===== config.mk =====
export PLATFORM = sky130hd
export DESIGN_NAME = supervisor_watchdog_reset
export DESIGN_NICKNAME = d
export VERILOG_FILES = /design/src/hdl/supervisor_watchdog_reset_pkg.sv /design/src/hdl/supervisor_watchdog_reset.sv
export VERILOG_INCLUDE_DIRS = /design/src /design/src/hdl
export SDC_FILE = /design/constraint.sdc
export NUM_CORES = 1
export LEC_CHECK = 0
export BUFFER_PORTS_ARGS = -buffer_cell sky130_fd_sc_hd__clkbuf_2
export CAP_MARGIN = 15
export CORE_UTILIZATION = 65
export DETAILED_ROUTE_END_ITERATION = 8
export GPL_TIMING_DRIVEN = 0
export PLACE_DENSITY = 0.82
export SLEW_MARGIN = 30
export SYNTH_ARGS = -nofsm -noshare
export SYNTH_HDL_FRONTEND = slang
export SYNTH_SLANG_ARGS = --single-unit

===== constraint.sdc =====
create_clock -name clk_in -period 3.1 [get_ports clk_in]
set_input_delay 0.775 -clock clk_in [delete_from_list [all_inputs] [get_ports clk_in]]
set_output_delay 0.775 -clock clk_in [all_outputs]
set_load 0.1 [all_outputs]

===== src/hdl/supervisor_watchdog_reset_params.svh =====
`ifndef SUPERVISOR_WATCHDOG_RESET_PARAMS_SVH
`define SUPERVISOR_WATCHDOG_RESET_PARAMS_SVH

// ****************************************************************
// Clock
// ****************************************************************
`define SWR_CLK_PERIOD_NS  100
`define SWR_CYC_PER_US     (1000 / `SWR_CLK_PERIOD_NS)

// ****************************************************************
// Reset hold options, minimum values in microseconds
// ****************************************************************
`define SWR_RST_HOLD_US_A  1000
`define SWR_RST_HOLD_US_B  20000
`define SWR_RST_HOLD_US_C  140000
`define SWR_RST_HOLD_US_D  1120000
`define SWR_RST_HOLD_CYC_A (`SWR_RST_HOLD_US_A * `SWR_CYC_PER_US)
`define SWR_RST_HOLD_CYC_B (`SWR_RST_HOLD_US_B * `SWR_CYC_PER_US)
`define SWR_RST_HOLD_CYC_C (`SWR_RST_HOLD_US_C * `SWR_CYC_PER_US)
`define SWR_RST_HOLD_CYC_D (`SWR_RST_HOLD_US_D * `SWR_CYC_PER_US)

// ****************************************************************
// Watchdog expiry options, typical values in microseconds
// ****************************************************************
`define SWR_WDOG_US_W      6300
`define SWR_WDOG_US_X      102000
`define SWR_WDOG_US_Y      1600000
`define SWR_WDOG_US_Z      25600000
`define SWR_WDOG_CYC_W     (`SWR_WDOG_US_W * `SWR_CYC_PER_US)
`define SWR_WDOG_CYC_X     (`SWR_WDOG_US_X * `SWR_CYC_PER_US)
`define SWR_WDOG_CYC_Y     (`SWR_WDOG_US_Y * `SWR_CYC_PER_US)
`define SWR_WDOG_CYC_Z     (`SWR_WDOG_US_Z * `SWR_CYC_PER_US)
`define SWR_SERVICE_NUM    7
`define SWR_SERVICE_DEN    8

// ****************************************************************
// Glitch filters and pullup one-shot
// ****************************************************************
`define SWR_MR_REJECT_NS   100
`define SWR_MR_FILT_CYC    (`SWR_MR_REJECT_NS / `SWR_CLK_PERIOD_NS + 1)
`define SWR_SUP_REJECT_NS  4000
`define SWR_SUP_FILT_CYC   (`SWR_SUP_REJECT_NS / `SWR_CLK_PERIOD_NS)
`define SWR_BOOST_NS       2000
`define SWR_BOOST_CYC      (`SWR_BOOST_NS / `SWR_CLK_PERIOD_NS)

// ****************************************************************
// Synchroniser bit positions
// ****************************************************************
`define SWR_SYNC_MR        0
`define SWR_SYNC_WD        1
`define SWR_SYNC_OPEN      2
`define SWR_SYNC_SUP       3
`define SWR_SYNC_LINE      4
`define SWR_SYNC_W         5

`endif


===== src/hdl/supervisor_watchdog_reset_pkg.sv =====
package supervisor_watchdog_reset_pkg;

  // ****************************************************************
  // Types
  // ****************************************************************
  typedef enum logic [1:0] {
    OUT_PP_HIGH,
    OUT_PP_LOW,
    OUT_OPEN_DRAIN,
    OUT_BIDIR
  } out_stage_t;

  typedef enum logic [1:0] {
    ST_ASSERT,
    ST_HOLD,
    ST_RUN
  } hold_state_t;

endpackage


===== src/hdl/supervisor_watchdog_reset.sv =====
// Overview of operation
// RL1 - Manual reset low asserts reset output
// RL2 - Hold reset full timeout after release
// RL3 - Reject short negative manual reset pulses
// RL4 - Switch bounce yields one clean reset
// RL5 - No watchdog edge within period: reset
// RL6 - Reset or watchdog edge clears counter
// RL7 - Short watchdog pulses still clear counter (pulses under one clock period can be missed)
// RL8 - Counter held zero during reset, restarts
// RL9 - Floating watchdog input disables watchdog
// RL10 - Floating input serviced at seven-eighths period
// RL11 - Filter brief small supply dips
// RL12 - Ignore short full-depth supply pulses
// RL13 - Bidirectional release accelerated for every cause
// RL14 - Passive pullup disconnected while asserting reset
// RL15 - Open-drain sinks only while reset asserted
// RL16 - Software toggles watchdog at distinct points
// RL17 - Keep watchdog input mostly low
// RL18 - Hold timeout after watchdog and brownout
// RL19 - Reset hold is build option
// RL20 - Watchdog period is build option
// RL21 - Synchronised watchdog input, either-edge clear
// RL22 - Output stage fixed build parameter
`timescale 1ns/10ps
`include "supervisor_watchdog_reset_params.svh"

module supervisor_watchdog_reset #(
  parameter int unsigned RESET_HOLD_CYCLES = `SWR_RST_HOLD_CYC_C, // RL19
  parameter int unsigned WDOG_CYCLES       = `SWR_WDOG_CYC_Y,     // RL20
  parameter supervisor_watchdog_reset_pkg::out_stage_t OUT_STAGE =
    supervisor_watchdog_reset_pkg::OUT_BIDIR                      // RL22
) (
  input  wire logic clk_in,
  input  wire logic arst_n_in,
  input  wire logic manual_reset_n_in,
  input  wire logic watchdog_toggle_in,
  input  wire logic watchdog_open_in,
  input  wire logic supply_low_in,
  input  wire logic reset_pin_in,
  output logic      reset_pin_out,
  output logic      reset_pin_oe_n_out,
  output logic      pullup_connect_out,
  output logic      reset_active_out
);

  // ****************************************************************
  // Constants
  // ****************************************************************
  localparam logic [31:0] HOLD_LAST    = 32'(RESET_HOLD_CYCLES - 1);
  localparam logic [31:0] WDOG_LAST    = 32'(WDOG_CYCLES - 1);
  // Divide first so long periods cannot overflow 32 bits
  localparam logic [31:0] SERVICE_LAST =
    32'((WDOG_CYCLES / `SWR_SERVICE_DEN) * `SWR_SERVICE_NUM - 1);
  localparam logic [7:0]  MR_FILT      = 8'(`SWR_MR_FILT_CYC);
  localparam logic [7:0]  SUP_FILT     = 8'(`SWR_SUP_FILT_CYC);
  localparam logic [7:0]  BOOST_LAST   = 8'(`SWR_BOOST_CYC - 1);
  localparam logic        IS_BIDIR     =
    (OUT_STAGE == supervisor_watchdog_reset_pkg::OUT_BIDIR);

  // ****************************************************************
  // Declarations
  // ****************************************************************
  logic [`SWR_SYNC_W-1:0] pin_raw;
  logic [`SWR_SYNC_W-1:0] sync1_r;
  logic [`SWR_SYNC_W-1:0] sync2_r;

  logic [7:0]             mr_cnt_r;
  logic [7:0]             mr_cnt_nxt;
  logic [7:0]             sup_cnt_r;
  logic [7:0]             sup_cnt_nxt;
  wire                    mr_low;
  wire                    sup_low;
  wire                    mr_cause;
  wire                    sup_cause;

  logic                   wd_prev_r;
  logic [31:0]            wd_cnt_r;
  logic [31:0]            wd_cnt_nxt;
  wire                    wd_edge;
  wire                    wd_open;
  wire                    wd_service;
  wire                    wd_clear;
  wire                    wd_fire;

  supervisor_watchdog_reset_pkg::hold_state_t state_r;
  supervisor_watchdog_reset_pkg::hold_state_t state_nxt;
  logic [31:0]            hold_cnt_r;
  logic [31:0]            hold_cnt_nxt;
  wire                    cause;
  wire                    active_nxt;
  logic                   active_r;

  logic                   seen_low_r;
  logic                   seen_low_nxt;
  logic                   boost_r;
  logic                   boost_nxt;
  logic [7:0]             boost_cnt_r;
  logic [7:0]             boost_cnt_nxt;
  wire                    line_high;
  wire                    boost_start;
  wire                    boost_done;

  logic                   pin_out_nxt;
  logic                   pin_oe_n_nxt;

  // ****************************************************************
  // Input synchronisers
  // ****************************************************************
  assign pin_raw[`SWR_SYNC_MR]   = manual_reset_n_in;
  assign pin_raw[`SWR_SYNC_WD]   = watchdog_toggle_in;
  assign pin_raw[`SWR_SYNC_OPEN] = watchdog_open_in;
  assign pin_raw[`SWR_SYNC_SUP]  = supply_low_in;
  assign pin_raw[`SWR_SYNC_LINE] = reset_pin_in;

  // Idle levels chosen so that reset is not re-caused at start-up
  generate
    for (genvar i = 0; i < `SWR_SYNC_W; i++) begin : g_sync
      localparam logic IDLE = (i != `SWR_SYNC_SUP) &&
                              (i != `SWR_SYNC_OPEN);
      always_ff @(posedge clk_in or negedge arst_n_in) begin
        if (!arst_n_in) begin
          sync1_r[i] <= IDLE;
          sync2_r[i] <= IDLE;
        end else begin
          sync1_r[i] <= pin_raw[i];
          sync2_r[i] <= sync1_r[i];
        end
      end
    end
  endgenerate

  // ****************************************************************
  // Manual reset and supply filters
  // ****************************************************************
  assign mr_low    = !sync2_r[`SWR_SYNC_MR];
  assign sup_low   = sync2_r[`SWR_SYNC_SUP];
  // Low must last MR_FILT or SUP_FILT samples before it counts
  assign mr_cause  = (mr_cnt_r == MR_FILT);                 // RL1 RL3
  assign sup_cause = (sup_cnt_r == SUP_FILT);               // RL11 RL12

  assign mr_cnt_nxt  = !mr_low ? 8'h00 :
                       mr_cause ? mr_cnt_r : mr_cnt_r + 8'h01;
  assign sup_cnt_nxt = !sup_low ? 8'h00 :
                       sup_cause ? sup_cnt_r : sup_cnt_r + 8'h01;

  always_ff @(posedge clk_in or negedge arst_n_in) begin
    if (!arst_n_in) begin
      mr_cnt_r  <= 8'h00;
      sup_cnt_r <= 8'h00;
    end else begin
      mr_cnt_r  <= mr_cnt_nxt;
      sup_cnt_r <= sup_cnt_nxt;
    end
  end

  // ****************************************************************
  // Watchdog
  // ****************************************************************
  // Pulses under one clock period can slip between samples
  assign wd_edge    = sync2_r[`SWR_SYNC_WD] ^ wd_prev_r;   // RL21 RL7
  assign wd_open    = sync2_r[`SWR_SYNC_OPEN];              // RL9
  assign wd_service = wd_open && (wd_cnt_r == SERVICE_LAST); // RL10
  assign wd_clear   = active_r || wd_edge || wd_service;   // RL6 RL8
  assign wd_fire    = !wd_clear && (wd_cnt_r == WDOG_LAST); // RL5
  assign wd_cnt_nxt = (wd_clear || wd_fire) ? 32'h0000_0000 :
                      wd_cnt_r + 32'h0000_0001;

  always_ff @(posedge clk_in or negedge arst_n_in) begin
    if (!arst_n_in) begin
      wd_prev_r <= 1'b1;
      wd_cnt_r  <= 32'h0000_0000;
    end else begin
      wd_prev_r <= sync2_r[`SWR_SYNC_WD];
      wd_cnt_r  <= wd_cnt_nxt;
    end
  end

  // ****************************************************************
  // Reset hold sequencer
  // ****************************************************************
  // Any live cause restarts the hold, so bounce gives one reset
  assign cause = mr_cause || sup_cause || wd_fire;          // RL4

  always_comb begin
    state_nxt    = state_r;
    hold_cnt_nxt = hold_cnt_r;
    case (state_r)
      supervisor_watchdog_reset_pkg::ST_ASSERT: begin
        hold_cnt_nxt = 32'h0000_0000;
        if (!cause) begin
          state_nxt = supervisor_watchdog_reset_pkg::ST_HOLD; // RL2 RL18
        end
      end
      supervisor_watchdog_reset_pkg::ST_HOLD: begin
        if (cause) begin
          state_nxt    = supervisor_watchdog_reset_pkg::ST_ASSERT;
          hold_cnt_nxt = 32'h0000_0000;
        end else if (hold_cnt_r >= HOLD_LAST) begin
          state_nxt    = supervisor_watchdog_reset_pkg::ST_RUN;
          hold_cnt_nxt = 32'h0000_0000;
        end else begin
          hold_cnt_nxt = hold_cnt_r + 32'h0000_0001;         // RL2
        end
      end
      supervisor_watchdog_reset_pkg::ST_RUN: begin
        if (cause) begin
          state_nxt = supervisor_watchdog_reset_pkg::ST_ASSERT;
        end
      end
      default: begin
        state_nxt    = supervisor_watchdog_reset_pkg::ST_ASSERT;
        hold_cnt_nxt = 32'h0000_0000;
      end
    endcase
  end

  assign active_nxt =
    (state_nxt != supervisor_watchdog_reset_pkg::ST_RUN);

  // Power-up starts a full hold as after a brownout
  always_ff @(posedge clk_in or negedge arst_n_in) begin
    if (!arst_n_in) begin
      state_r    <= supervisor_watchdog_reset_pkg::ST_HOLD;
      hold_cnt_r <= 32'h0000_0000;
      active_r   <= 1'b1;
    end else begin
      state_r    <= state_nxt;
      hold_cnt_r <= hold_cnt_nxt;
      active_r   <= active_nxt;
    end
  end

  // ****************************************************************
  // Bidirectional pullup accelerator
  // ****************************************************************
  // Only pulls up once the line is already rising, so no fight
  // with a processor still holding the line low
  assign line_high   = sync2_r[`SWR_SYNC_LINE];
  assign boost_start = IS_BIDIR && seen_low_r && line_high &&
                       !active_r && !boost_r;                // RL13
  assign boost_done  = boost_r && (boost_cnt_r == BOOST_LAST);

  assign seen_low_nxt  = (IS_BIDIR && !line_high) ? 1'b1 :
                         boost_start ? 1'b0 : seen_low_r;
  assign boost_nxt     = boost_start ? 1'b1 :
                         (boost_done || active_r) ? 1'b0 : boost_r;
  assign boost_cnt_nxt = boost_r ? boost_cnt_r + 8'h01 : 8'h00;

  always_ff @(posedge clk_in or negedge arst_n_in) begin
    if (!arst_n_in) begin
      seen_low_r  <= 1'b0;
      boost_r     <= 1'b0;
      boost_cnt_r <= 8'h00;
    end else begin
      seen_low_r  <= seen_low_nxt;
      boost_r     <= boost_nxt;
      boost_cnt_r <= boost_cnt_nxt;
    end
  end

  // ****************************************************************
  // Output stage
  // ****************************************************************
  always_comb begin
    pin_out_nxt  = 1'b0;
    pin_oe_n_nxt = 1'b0;
    case (OUT_STAGE)
      supervisor_watchdog_reset_pkg::OUT_PP_HIGH: begin
        pin_out_nxt = active_nxt;                            // RL22
      end
      supervisor_watchdog_reset_pkg::OUT_PP_LOW: begin
        pin_out_nxt = !active_nxt;                           // RL22
      end
      supervisor_watchdog_reset_pkg::OUT_OPEN_DRAIN: begin
        pin_oe_n_nxt = !active_nxt;                          // RL15
      end
      supervisor_watchdog_reset_pkg::OUT_BIDIR: begin
        pin_out_nxt  = boost_nxt && !active_nxt;             // RL13
        pin_oe_n_nxt = !(active_nxt || boost_nxt);
      end
      default: begin
        pin_oe_n_nxt = !active_nxt;
      end
    endcase
  end

  // Pullup off while sinking saves supply current
  always_ff @(posedge clk_in or negedge arst_n_in) begin
    if (!arst_n_in) begin
      reset_pin_out      <= (OUT_STAGE ==
                             supervisor_watchdog_reset_pkg::OUT_PP_HIGH);
      reset_pin_oe_n_out <= 1'b0;
      pullup_connect_out <= 1'b0;
      reset_active_out   <= 1'b1;
    end else begin
      reset_pin_out      <= pin_out_nxt;
      reset_pin_oe_n_out <= pin_oe_n_nxt;
      pullup_connect_out <= IS_BIDIR && !active_nxt;         // RL14
      reset_active_out   <= active_nxt;
    end
  end

endmodule


==> results.md <==
* Maximum VDD drop at about 0.26 mV
* Non-Filler Instances at 595
* First-pass GRT wire length at 15000 um
* Register bit count reported by yosys at approximately 110
* WP buf/inv at 1
* Final Max Tran Viols at 0
* Mux cell area share after synthesis at 0.00425
* Synth Warn # at 0
* Post-CTS Setup Inserts at 0
* Core Region at 7330 um^2
* Crit path launch: reset_active_out
* FP Rows at 31
* Most area-consuming cells after synthesis: dfrtp_1 49%, xor2_1 6.8%, xnor2_1 5.1%, dfstp_2 4.7%, nor2_1 4.1%
* Detailed Route Iter0 Violations at 153
* Starting Density at 0.683
* Arr. time, crit path at ~1.4 ns
* Worst stage delay on the critical path at between 0.5 and 0.6 ns
* Sequence of cells on the critical path: clkbuf_2
* Cts bufs inserted at 9
* Antenna-violating nets left at 0
* Syn nets at 483
* Critical Path RT at 2.32 ns
* N_diodes at 0
* DIE AREA at around 8100 um^2
* Pwr dens at 518 nW/um^2
* Number of enable flip-flop cells after synthesis at 0
* Critical path class: reg2out
* Post-Synth XOR/XNOR Area at 0.119
* CTS tree: done
* # setup viols final at 0
* GRT Total Usage at 0.234
* Clk slew on worst S/H paths at 0.10 ns
* Leakage Power at 2.35 nW
* RePlAce Congestion at 0.880
* Clock Latency Late Sink at 0.38 ns
* Worst hold path class: in2async
* Number of global-route vias before repair at between 3000 and 4000
* Initial antenna violation count at 0
* Root buffer cell: clkbuf_8
* Die W at 89.8 um
* RSZ-0062 raised after global routing: false
* Layout cells sized above 1 at 0.145
* Post-synthesis cell type count at 42
* Post-synthesis sequential area ratio at 0.537
* Clock buffer depth at 2
* Worst Skew at roughly 0.016 ns
* DR vias/cell at 5.61
* Fraction of registers with async set/reset at 1.00
* Hold buffer count at CTS at 0
* Syn Area/Cell at 10.7 um^2
* Drt first pass iters at 5
* Slew HR at 0.554
* Grt ovf at 0
* Fin worst setup slack at 0.938 ns
* Cell taking the most area after synthesis: dfrtp_1
* Drt wl/cell at 14.3 um
* Post-layout min period at approximately 2.2 ns
* Largest net degree at the start of global routing at 71
* Routed vias at roughly 3300
* Num ports at 11
* Largest family of logic cells by synthesized area: simple AND/OR/NAND/NOR gates
* Simple-Gate Fraction of Synth Area at 0.238
* Num Clock Sinks at 107
* Post-Syn Area at 5010 um^2
* Final hold vios at 0
* CTS H-tree depth at 3
* Finished Core Util at 0.743
* CP delay by family, top: flip-flops
* Max Fclk at between 400 and 500 MHz
* Worst Tran Pin Value at ~0.66 ns
* Syn-to-layout area delta at 8.80%
* Fin nets at 505
* Fill cell count at between 500 and 600
* Period utilization at 0.697
* Inst Count DP at 579
* Synth Flop Type: dfrtp_1
* CP Launch Type: flip-flop
* IO Port Bufs at 10
* Synth top area share at 0.490
* Routed WL at 8500 um
* Adder-Cell Fraction of Synth Area at 0.0175
* Setup_tns at 0 ns
* Place WS at 0.930 ns
* HPWL after DPL at between 5000 and 6000 um
* Post-CTS sizing at 0
* Slowest CP cell: dfstp_2
* Max FO, Critical Path at 4
* Synthesized instance count at 469
* Max_cap viols at 0
* DRC Markers at 0
* CP endpoint kind: primary output
* Die H at 89.8 um
* Reg2reg start: hold_cnt_r[26]
* Complex-gate fraction of the synthesized area at 0.0585
* Outcome: complete, no violations
## sequential cells by signal, summed over array words and instances (netlist names)
| name | flops |
|---|---|
| boost_cnt_r | 8 |
| boost_r | 1 |
| hold_cnt_r | 32 |
| line_high | 1 |
| mr_cnt_r | 8 |
| pullup_connect_out | 1 |
| reset_active_out | 1 |
| reset_pin_oe_n_out | 1 |
| reset_pin_out | 1 |
| seen_low_r | 1 |
| state_r | 2 |
| sup_cnt_r | 8 |
| sup_low | 1 |
| sync1_r | 5 |
| sync2_r | 2 |
| wd_cnt_r | 32 |
| wd_open | 1 |
| wd_prev_r | 1 |
## synthesized netlist by cell type (3+ instances only)
library cell   n
nor2b_1        6
nand4_1       12
o21ai_2       21
and3_1        14
nor4_1         4
xor2_1        39
nor3_1         7
or4b_1         3
ha_1           7
buf_2          3
nand3_1       39
a211oi_1       6
dfrtp_1       98
nor4b_1        3
and2_1        26
nor4_2         3
dfstp_2        9
clkbuf_1       3
inv_1         10
nand2_1       43
nor2_1        55
o21ai_0        4
xnor2_1       29
## kinds of logic after synthesis
| kind of cell | Yosys count |
|---|---|
| and+or+nand+nor | 228 |
| DFF | 107 |
| muxes | 2 |
| xor gates and xnor gates | 68 |
| buffers and inverters | 21 |
| adders and majority gates | 7 |
| AOI/OAI and AO/OA | 36 |
## cell usage in the layout (no fill, tap or decap), types with 12 or more instances in the layout
cell / n
and3_1: 14
xor2_1: 39
xnor2_1: 29
o21ai_2: 21
and2_1: 26
nand4_1: 12
nand2_1: 43
nand3_1: 39
nor2_1: 55
dfrtp_1: 98
## through the flow
stage               hold WS, ns  power [mW]  instance area, um^2
floorplan                 0.331        1.80                 5010
global placement          0.334        1.88                 5180
detailed placement        0.341        1.90                 5220
CTS                       0.304        2.85                 5450
global route              0.315        2.95                 5450
finish                    0.301        2.82                 5450
## area by class of cell
class	count	area, um^2	area share
tap	99	124	0.0227
buffer	11	90.1	0.0165
multi-input combinational	341	2190	0.402
sequential	107	2690	0.494
clock inverter	7	106	0.0195
inverter	10	37.5	0.00689
clock buffer	9	124	0.0227
timing repair buffer	11	86.3	0.0159
## where the power goes
group          switching [mW]  internal (mW)  leakage, nW
Sequential             0.0656           1.46         1.44
Combinational           0.193          0.153        0.795
Clock                   0.486          0.469        0.116
Total                   0.744           2.08         2.35
## layer usage
metal / up-vias / GRT usage / wire length (um)
met5: - / 0 / 0
met4: 0 / 0.0820 / 101
met3: 10 / 0.0516 / 208
met2: 33 / 0.389 / 4200
met1: 1660 / 0.304 / 3990
li1: 1634 / - / -
## final timing paths
check / end / slack (ns) / cells after the start
min in group clk_in: wd_prev_r / 0.36 / 0
hold / removal: hold_cnt_r[12] / 0.30 / 1
hold reg to reg: wd_prev_r / 0.36 / 0
setup / recovery: reset_active_out / 0.94 / 1
setup reg to reg: hold_cnt_r[6] / 0.94 / 7
max in group asynchronous: sync1_r[1] / 2.12 / 2
(Power assumes the default switching activity.)
